## src/design/clock_gen_defs.vh

```
`ifndef CLOCK_GEN_DEFS_VH
`define CLOCK_GEN_DEFS_VH

// ----------------------------------------------------------------
// Register offsets
// ----------------------------------------------------------------
`define OFS_PROC_CLK_CTRL 4'h0
`define OFS_PLL_CONTROL 4'h1
`define OFS_PORT_CTRL 4'h2

// ----------------------------------------------------------------
// Field positions
// ----------------------------------------------------------------
`define PCC_DIV_LSB 0
`define PCC_DIV_MSB 2
`define PCC_SUB_SEL 3
`define PCC_SRC_STAT 4
`define PCC_FB_OFF 5
`define PCC_MAIN_STOP 6
`define PLL_RUN 0
`define PLL_SELECT 1
`define PLL_GUARD 2
`define PORT_CLOCK_OUT_PIN_SEL 1

// ----------------------------------------------------------------
// Reset values and masks
// ----------------------------------------------------------------
`define PCC_RESET 8'h03
`define PCC_DIV_RESET 3'h3
`define PLL_RESET 8'h01
`define PORT_RESET 8'h00
`define PLL_WR_MASK 8'h07
`define DIV_MAX_CODE 3'h5

// ----------------------------------------------------------------
// Power modes
// ----------------------------------------------------------------
`define MODE_NORMAL 3'h0
`define MODE_STAB 3'h1
`define MODE_HALT 3'h2
`define MODE_IDLE 3'h3
`define MODE_STOP 3'h4
`define MODE_SUB_IDLE 3'h5

// ----------------------------------------------------------------
// Timing
// ----------------------------------------------------------------
`define PLL_FACTOR 4
`define PHASE_LAST 2'h3

`endif

```

## src/design/tick_divider.v

```verilog
`default_nettype none
`include "clock_gen_defs.vh"

// ----------------------------------------------------------------
// Power-of-two tick divider, code changes taken at wrap only
// ----------------------------------------------------------------
module tick_divider #(
  parameter CW = 5
) (
  input wire clk,
  input wire rst,
  input wire tick_in,
  input wire [2:0] sel,
  output wire tick_out
);

  reg [CW-1:0] cnt_q;
  reg [2:0] sel_q;
  reg tick_q;
  wire [CW:0] span;
  wire [CW-1:0] lim;

  assign span = {{CW{1'b0}}, 1'b1} << sel_q;
  assign lim = span[CW-1:0] - {{(CW-1){1'b0}}, 1'b1};
  assign tick_out = tick_q;

  always @(posedge clk or posedge rst) begin
    if (rst) begin
      cnt_q <= {CW{1'b0}};
      sel_q <= 3'h3;
      tick_q <= 1'b0;
    end else begin
      tick_q <= 1'b0;
      if (tick_in) begin
        if (cnt_q >= lim) begin
          cnt_q <= {CW{1'b0}};
          tick_q <= 1'b1;
          if (sel <= `DIV_MAX_CODE) begin
            sel_q <= sel;
          end
        end else begin
          cnt_q <= cnt_q + {{(CW-1){1'b0}}, 1'b1};
        end
      end
    end
  end

endmodule

`default_nettype wire

```

## src/design/clock_gen_pll_clock_out_pin.v

```verilog
// What this block does
// Main oscillator stops in reset and STOP, and in subclock with stop bit.
// System clock runs only in normal, subclock operation and HALT.
// Peripheral prescaler runs only in HALT or operation with main osc on.
// Clock output carries the system clock chosen by clock-select bits.
// Clock drives the shared pin only when port control selects it.
// Pin held low while system clock stopped, toggles while it runs.
// After reset the shared pin is an undriven port input.
// External clock needs feedback resistor off; stabilization wait still used.
// Multiplied mode gives four times oscillator rate; clock-through passes it.
// PLL control is 8 bits, resets to 01, upper five bits read zero.
// After reset PLL runs with clock-through; select bit picks multiplied.
// Software sets run, waits 200 us for lock, then sets select.
// Software clears select, waits eight clocks, then clears run.
// Software drops PLL before IDLE or STOP, restores it on wake.
// Software clears run bit after reset when PLL is unused.
// PLL may keep running in IDLE; it must be off before STOP.
// Divider codes give main clock over 1 to 32; top bit picks subclock.
// Source status bit follows the real switch, within one subclock period.
// Clock switches happen at boundaries so no short pulse escapes.
//
// Design decisions made here: the register offsets and the plain strobed port.
`default_nettype none
`include "clock_gen_defs.vh"

module clock_gen_pll_clock_out_pin #(
  parameter PRESCALE_W = 10
) (
  input wire clk,
  input wire rst,
  input wire [2:0] power_mode,
  input wire sub_clk_tick,
  input wire [3:0] addr,
  input wire [7:0] wdata,
  input wire wr,
  input wire rd,
  output reg [7:0] rdata,
  output reg main_osc_en,
  output wire sub_osc_en,
  output reg cpu_clk_en,
  output reg sys_clk_tick,
  output reg periph_clk_tick,
  output reg [PRESCALE_W-1:0] periph_prescale,
  output reg multiplier_run,
  output reg feedback_resistor_off,
  output reg output_guard_stop,
  output reg clock_out_pin_o,
  output reg clock_out_pin_oe
);

  // ----------------------------------------------------------------
  // Registers
  // ----------------------------------------------------------------
  reg [2:0] divider_select_q;
  reg subclock_select_q;
  reg clock_source_status_q;
  reg main_osc_stop_q;
  reg fb_off_q;
  reg run_q;
  reg select_q;
  reg guard_q;
  reg shared_port_bit_q;
  reg [1:0] phase_q;
  reg pll_active_q;
  reg clock_out_pin_q;
  reg [PRESCALE_W-1:0] presc_q;

  wire [7:0] pcc_val;
  wire [7:0] pll_val;
  wire [7:0] port_val;
  wire osc_run;
  wire sys_run;
  wire periph_run;
  wire osc_tick;
  wire fxx_tick;
  wire div_tick;
  wire sys_tick;

  assign sub_osc_en = 1'b1;

  // ----------------------------------------------------------------
  // Register write port
  // ----------------------------------------------------------------
  always @(posedge clk or posedge rst) begin
    if (rst) begin
      divider_select_q <= `PCC_DIV_RESET;
      subclock_select_q <= 1'b0;
      fb_off_q <= 1'b0;
      main_osc_stop_q <= 1'b0;
      run_q <= 1'b1;
      select_q <= 1'b0;
      guard_q <= 1'b0;
      shared_port_bit_q <= 1'b0;
    end else if (wr) begin
      case (addr)
        `OFS_PROC_CLK_CTRL: begin
          divider_select_q <= wdata[`PCC_DIV_MSB:`PCC_DIV_LSB];
          subclock_select_q <= wdata[`PCC_SUB_SEL];
          fb_off_q <= wdata[`PCC_FB_OFF];
          main_osc_stop_q <= wdata[`PCC_MAIN_STOP];
        end
        `OFS_PLL_CONTROL: begin
          run_q <= wdata[`PLL_RUN];
          select_q <= wdata[`PLL_SELECT];
          guard_q <= wdata[`PLL_GUARD];
        end
        `OFS_PORT_CTRL: begin
          shared_port_bit_q <= wdata[`PORT_CLOCK_OUT_PIN_SEL];
        end
        default: begin
        end
      endcase
    end
  end

  // ----------------------------------------------------------------
  // Register read port
  // ----------------------------------------------------------------
  assign pcc_val = {1'b0, main_osc_stop_q, fb_off_q, clock_source_status_q,
                    subclock_select_q, divider_select_q};
  assign pll_val = {5'h00, guard_q, select_q, run_q} & `PLL_WR_MASK;
  assign port_val = {6'h00, shared_port_bit_q, 1'b0};

  always @(posedge clk or posedge rst) begin
    if (rst) begin
      rdata <= 8'h00;
    end else if (rd) begin
      case (addr)
        `OFS_PROC_CLK_CTRL: rdata <= pcc_val;
        `OFS_PLL_CONTROL: rdata <= pll_val;
        `OFS_PORT_CTRL: rdata <= port_val;
        default: rdata <= 8'h00;
      endcase
    end else begin
      rdata <= 8'h00;
    end
  end

  // ----------------------------------------------------------------
  // Clock gating by power mode
  // ----------------------------------------------------------------
  assign osc_run = (power_mode != `MODE_STOP) &&
                   !(clock_source_status_q && main_osc_stop_q);
  assign sys_run = (power_mode == `MODE_NORMAL) ||
                   (power_mode == `MODE_HALT);
  assign periph_run = sys_run && osc_run;

  // ----------------------------------------------------------------
  // Oscillator phase and multiplier
  // ----------------------------------------------------------------
  // Fast clock is the multiplied rate; oscillator ticks every fourth cycle
  always @(posedge clk or posedge rst) begin
    if (rst) begin
      phase_q <= 2'h0;
      pll_active_q <= 1'b0;
    end else begin
      if (osc_run) begin
        phase_q <= phase_q + 2'h1;
      end
      if (phase_q == `PHASE_LAST) begin
        pll_active_q <= select_q && run_q;
      end
    end
  end

  assign osc_tick = osc_run && (phase_q == `PHASE_LAST);
  assign fxx_tick = pll_active_q ? (osc_run && run_q) : osc_tick;

  // ----------------------------------------------------------------
  // Divider for the system clock
  // ----------------------------------------------------------------
  tick_divider #(
    .CW(5)
  ) sys_div (
    .clk(clk),
    .rst(rst),
    .tick_in(fxx_tick),
    .sel(divider_select_q),
    .tick_out(div_tick)
  );

  // ----------------------------------------------------------------
  // Main/subclock source switch
  // ----------------------------------------------------------------
  always @(posedge clk or posedge rst) begin
    if (rst) begin
      clock_source_status_q <= 1'b0;
    end else if (sub_clk_tick) begin
      clock_source_status_q <= subclock_select_q;
    end
  end

  assign sys_tick = clock_source_status_q ? sub_clk_tick : div_tick;

  // ----------------------------------------------------------------
  // Peripheral prescaler
  // ----------------------------------------------------------------
  always @(posedge clk or posedge rst) begin
    if (rst) begin
      presc_q <= {PRESCALE_W{1'b0}};
    end else if (periph_run && fxx_tick) begin
      presc_q <= presc_q + {{(PRESCALE_W-1){1'b0}}, 1'b1};
    end
  end

  // ----------------------------------------------------------------
  // Clock output pin
  // ----------------------------------------------------------------
  always @(posedge clk or posedge rst) begin
    if (rst) begin
      clock_out_pin_q <= 1'b0;
    end else if (!sys_run) begin
      clock_out_pin_q <= 1'b0;
    end else if (sys_tick) begin
      clock_out_pin_q <= ~clock_out_pin_q;
    end
  end

  // ----------------------------------------------------------------
  // Registered outputs
  // ----------------------------------------------------------------
  always @(posedge clk or posedge rst) begin
    if (rst) begin
      main_osc_en <= 1'b0;
      cpu_clk_en <= 1'b0;
      sys_clk_tick <= 1'b0;
      periph_clk_tick <= 1'b0;
      periph_prescale <= {PRESCALE_W{1'b0}};
      multiplier_run <= 1'b0;
      feedback_resistor_off <= 1'b0;
      output_guard_stop <= 1'b0;
      clock_out_pin_o <= 1'b0;
      clock_out_pin_oe <= 1'b0;
    end else begin
      main_osc_en <= osc_run;
      cpu_clk_en <= (power_mode == `MODE_NORMAL);
      sys_clk_tick <= sys_run && sys_tick;
      periph_clk_tick <= periph_run && fxx_tick;
      periph_prescale <= presc_q;
      multiplier_run <= run_q;
      feedback_resistor_off <= fb_off_q;
      output_guard_stop <= guard_q;
      clock_out_pin_o <= shared_port_bit_q & clock_out_pin_q & sys_run;
      clock_out_pin_oe <= shared_port_bit_q;
    end
  end

endmodule

`default_nettype wire

```

## config.mk

```make
export PLATFORM = sky130hd
export DESIGN_NAME = clock_gen_pll_clock_out_pin
export DESIGN_NICKNAME = d
export VERILOG_FILES = /design/src/design/tick_divider.v /design/src/design/clock_gen_pll_clock_out_pin.v
export VERILOG_INCLUDE_DIRS = /design/src /design/src/design
export SDC_FILE = /design/constraint.sdc
export NUM_CORES = 1
export LEC_CHECK = 0
export BUFFER_PORTS_ARGS = -buffer_cell sky130_fd_sc_hd__buf_2
export CAP_MARGIN = 20
export CORE_UTILIZATION = 58
export DETAILED_ROUTE_END_ITERATION = 6
export GPL_ROUTABILITY_DRIVEN = 0
export PLACE_DENSITY_LB_ADDON = 0.3
export SLEW_MARGIN = 20
export SYNTH_ARGS = -nofsm -noshare
export SYNTH_HDL_FRONTEND = slang
export SYNTH_SLANG_ARGS = --single-unit
```

## constraint.sdc

```tcl
create_clock -name clk -period 5.85 [get_ports clk]
set_clock_uncertainty 0.2 [all_clocks]
set_input_delay 0.8775 -clock clk [delete_from_list [all_inputs] [get_ports clk]]
set_output_delay 0.8775 -clock clk [all_outputs]
set_load 0.05 [all_outputs]
```

Yosys cells after proc, flatten, opt, wreduce, memory -nomap -nowiden --
Cells that the tools add are included.
Storage, ports and cells: memories kept 0, logic and storage cells 68, output and inout bits 28, RAM bits 0, bits in read-only memories 0, input port bits 20, latch bits 0, bits in registers 61
Operators by class: reduce and logical (&&, ||, !) cells 16, $lt $le $gt $ge 2, shifts and indexed selects 1, multipliers 0, div/mod/pow operators 0, multiplexer cells 9, bitwise gates (word level) 3, equal/unequal tests 6, add/sub/neg operators 4
Operator list (count):
- $pmux W7 S3 | 1
- $add A10 B1 Y10 const B | 1
- $logic_and A1 B1 Y1 | 8
- $mux W8 | 1
- $mux W1 | 6
- $reduce_and A2 Y1 | 3
- $add A5 B1 Y5 const B | 1
- $ge A5 B5 Y1 | 1
- $mux W5 | 1
- $shl A1 B3 Y5 const A | 1
- $sub A5 B1 Y5 const B | 1
- $eq A4 B1 Y1 const B | 1
- $eq A4 B2 Y1 const B | 1
- $logic_not A4 Y1 | 1
- $eq A3 B2 Y1 const B | 1
- $le A3 B3 Y1 const B | 1
- $logic_not A3 Y1 | 1
- $ne A3 B3 Y1 const B | 1
- $reduce_and A3 Y1 | 1
- $add A2 B1 Y2 const B | 1
- $and A1 B1 Y1 | 2
- $eq A2 B2 Y1 const B | 1
- $ne A2 B1 Y1 const B | 1
- $logic_not A1 Y1 | 1
- 2 further kinds | 2

Longest topological paths before layout --
depth in word-level cells 6, mapped depth 8

By module --
A second synthesis with hierarchy kept.
Second synthesis, totals: cells, all modules 197, area, all modules 2467.4 um^2
By module, submodules not included:
- clock_gen_pll_clock_out_pin | area an instance 1899.3 um^2, seq. area each 1280.0 um^2, times used 1, cells an instance 140
- tick_divider | area an instance 568.0 um^2, seq. area each 227.7 um^2, times used 1, cells an instance 57

Least setup slack after synthesis --
No wires, ideal clock.
path kind in2reg, start in addr[0], end reg divider_select_q[2], cell stages on the path 3, data required time 5.525 ns, slack 3.552 ns, path buffers 1, arrival time 1.974 ns, cells stage by stage clkbuf_1 > nor3_1 > mux2_2
On the way: cells in the longest elaborated chain, start to end 2
Ends and longest elaborated chain:
- start: declaration | line clock_gen_pll_clock_out_pin.v:33 | input wire [3:0] addr,
- $logic_not A4 Y1 | line clock_gen_pll_clock_out_pin.v:95 | case (addr)
- $reduce_and A2 Y1 (no line)
- end signal: assignment | line clock_gen_pll_clock_out_pin.v:86 | divider_select_q <= `PCC_DIV_RESET;
- end signal: assignment | line clock_gen_pll_clock_out_pin.v:97 | divider_select_q <= wdata[`PCC_DIV_MSB:`PCC_DIV_LSB];
- end: declaration | line clock_gen_pll_clock_out_pin.v:54 | reg [2:0] divider_select_q;
No other way between the ends. A chain may end at the register's enable or synchronous reset.

Final worst setup path --
start in addr[3], end reg subclock_select_q
On the way: cells in the longest elaborated chain, start to end 2
Ends and longest elaborated chain:
- $logic_not A4 Y1 | line clock_gen_pll_clock_out_pin.v:95
- $reduce_and A2 Y1 (no line)
- end signal: assignment | line clock_gen_pll_clock_out_pin.v:98 | subclock_select_q <= wdata[`PCC_SUB_SEL];
- end: declaration | line clock_gen_pll_clock_out_pin.v:55 | reg subclock_select_q;
No other way between the ends.

==> results.sh <==
export IMPL_tightestPinTransition_ns=0.912
export IMPL_firstDrtPassIters=4
export IMPL_rrSetupSlack_ns=3.51
export IMPL_r2r_start="sys_div.sel_q[2]"
export IMPL_cts_resized=0
export IMPL_n_fill_cell=251
export IMPL_fin_crit_sh=0.407
export IMPL_min_to="feedback_resistor_off"
export IMPL_wl_per_cell_um=13.2
export IMPL_worstSetupPathType="in -> reg"
export IMPL_drc=0
export IMPL_critical_path_startpoint_type="primary input"
export IMPL_critPathCaptureType="register"
export IMPL_wl_um=3820
export IMPL_fp_dieH_um=65.8
export IMPL_crit_required_ns=5.86
export IMPL_core_area_um2=3770
export IMPL_worstPathCellList="buf_2 -> nor2_1 -> nand2_1 -> nor3_1 -> mux2_2"
export IMPL_post_cts_setup_buffer_count=0
export IMPL_setup_viol=0
export IMPL_synth_nets=213
export IMPL_worst_path_buf_inv=1
export IMPL_track_usage=0.221
export IMPL_syn_avg_cell_area_um2=12.8
export IMPL_rows=22
export IMPL_htreeDepth=3
export IMPL_slowest_delay_ns=0.71
export IMPL_cts_hold_buf=0
export IMPL_ant_nets=0
export IMPL_fin_cells=290
export IMPL_max_clock_path_buffers=2
export IMPL_die_w_um=65.8
export IMPL_clkPwrFrac=0.297
export IMPL_final_common_cell="dfrtp_1"
export IMPL_n_antenna_cell=0
export IMPL_grt_pass1_wl_um=6780
export IMPL_setup_tns_ns=0
export IMPL_detail_route_iter0_violations=87
export IMPL_mappedNetlistArea_um2=2360
export IMPL_leakage_nw=1.45
export IMPL_powerDensity_nw_per_um2=470
export IMPL_holdCritPathClass="reg -> reg"
export IMPL_multi_input_comb_area_um2=806
export IMPL_switching_power_w=0.000439
export IMPL_mostFrequentLayoutCells="dfrtp_1, buf_2, nor2_1, nand2_1, mux2_2"
export IMPL_clock_sinks=60
export IMPL_vias_per_cell=5.13
export IMPL_ys_types=33
export IMPL_root_buffer="clkbuf_8"
export IMPL_peakVddDrop_mv=0.267
export IMPL_final_util=0.754
export IMPL_hold_viol=0
export IMPL_reg2reg_depth=8
export IMPL_synth_cells=185
export IMPL_worst_path_stages=5
export IMPL_syn2layout_area_growth_pct=20.3
export IMPL_ys_seq_area_frac=0.638
export IMPL_cts_buffers=9
export IMPL_io_pins=48
export IMPL_nets=265
export IMPL_reg2reg_to="sys_div.cnt_q[3]"
export IMPL_io_buffers=43
export IMPL_ys_top_cells_by_area="dfrtp_1, mux2_2, dfstp_2"
export IMPL_cp_top_family="simple AND/OR/NAND/NOR gates"
export IMPL_register_area_um2=1510
export IMPL_cp_slowest_cell="nor3_1"
export IMPL_arrival_ns=2.39
export IMPL_hp_start="fb_off_q"
export IMPL_grt_max_degree=61
export IMPL_status="completed"
export IMPL_vias=1487
export IMPL_synth_seq_cells=60
export IMPL_initial_core_util=0.627
export IMPL_maxCapViolCount=0
export IMPL_slew_headroom=0.387
export IMPL_p_int_w=0.000897
export IMPL_drive_gt1_frac=0.331
export IMPL_ys_warnings_count=0
export IMPL_rsz0062_at_grt="false"
export IMPL_synth_largest_area_cell="dfrtp_1"
export IMPL_place_inst=273
export IMPL_dp_hpwl_um=2600
export IMPL_hold_depth=0
export IMPL_slew_viol_final=0
export IMPL_combPwrFrac=0.260
export IMPL_seq_power_share=0.442
export IMPL_clk_latency_ns=0.33
export IMPL_fmax_mhz=420
export IMPL_grt_pass1_vias=1488
export IMPL_die_area_um2=4330
export IMPL_synth_top_area_share=0.582
export IMPL_min_period_ns=2.38
export IMPL_p_sw_frac=0.328
export IMPL_grt_overflow=0
export IMPL_cts_tree="yes"
export IMPL_worstPathMaxFanout=6
export IMPL_antenna_found_initial=0
export IMPL_clk_pin_slew_worst_paths_ns=0.07
## cell usage after synthesis
cell and count:
a31oi_1 1, a21o_1 1, nor2_1 14, buf_4 2, mux2_2 13, a221oi_1 1, and2_1 4, buf_2 1
a21oi_1 2, and3_1 2, clkbuf_1 1, nor3b_1 2, ha_1 8, xnor2_1 6, nor3_2 1, conb_1 2
or3_1 1, a2111o_1 1, o21ai_0 6, inv_1 7, nor2b_1 1, dfstp_2 5, o22a_1 2, nand4_1 2
dfrtp_1 55, nand3_1 9, nor3_1 5, nand2b_1 1, xor2_1 8, mux2i_1 5, nand3b_1 2, a22oi_1 1
nand2_1 13
## worst reg2reg max path: stages, from the launching register on
cell	delay, ns
dfrtp_1	0.42
or3_1	0.34
ha_1	0.28
nor2b_1	0.09
o21ai_0	0.09
a31oi_1	0.42
nand2b_1	0.22
inv_1	0.09
nor2_1	0.12
## flip-flops by register name, summed over array words and instances (netlist names), 2 cells and up
register / cells
sys_div.sel_q: 3
divider_select_q: 3
presc_q: 10
phase_q: 2
sys_div.cnt_q: 5
periph_prescale: 10
rdata: 7
## worst max path at each step
| stage | from | to | slack [ns] |
|---|---|---|---|
| after floorplan | rst | clock_out_pin_o | 3.30 |
| after global placement | power_mode[0] | sys_div.sel_q[0] | 2.96 |
| after detailed placement | power_mode[0] | sys_div.sel_q[0] | 2.96 |
| after CTS | power_mode[0] | sys_div.sel_q[0] | 3.29 |
| after global routing | sys_div.sel_q[2] | sys_div.cnt_q[3] | 3.22 |
| final | addr[3] | subclock_select_q | 3.47 |
## power groups by stage
stage	logic, W	clock network [W]	registers (W)
6_report	0.000348	0.000397	0.000591
5_1_grt	0.000398	0.000424	0.000606
2_1_floorplan	0.000196	0	0.000665
3_3_place_gp	0.000338	0	0.000594
4_1_cts	0.000351	0.000405	0.000592
3_5_place_dp	0.000350	0	0.000597
## cell type report
class / count / area share
Sequential cell: 60 / 0.530
Clock inverter: 5 / 0.0264
Clock buffer: 11 / 0.0497
Tap cell: 48 / 0.0211
Timing Repair Buffer: 45 / 0.0801
Inverter: 7 / 0.00924
Multi-Input combinational cell: 114 / 0.283
## metal layers
metal	track usage	vias to the layer above	wire [um]
li1	-	727	-
met1	0.269	709	1660
met2	0.351	41	1850
met3	0.0586	10	198
met4	0.130	0	106
met5	0	-	0
## through the flow
stage / area, um2 / worst slack (ns) / total power (W) / hold WS [ns]
3_5_place_dp: 2620 / 2.96 / 0.000946 / 0.181
3_3_place_gp: 2620 / 2.96 / 0.000932 / 0.177
2_1_floorplan: 2360 / 3.30 / 0.000861 / 0.163
5_1_grt: 2840 / 3.22 / 0.00143 / 0.206
6_report: 2840 / 3.47 / 0.00134 / 0.195
4_1_cts: 2840 / 3.29 / 0.00135 / 0.197
## cells by family (layout without fill, tap and decap cells)
kind of cell	Yosys count	in the layout	synth area share
compound gates	15	15	0.0418
xor+xnor	14	14	0.0519
fa+ha+maj	8	8	0.0424
buf+inv	11	68	0.0212
flops	60	60	0.638
mux	18	18	0.0831
other cells	2	2	0.00318
simple gates	57	57	0.119
Power figures use the tool's default switching activity.
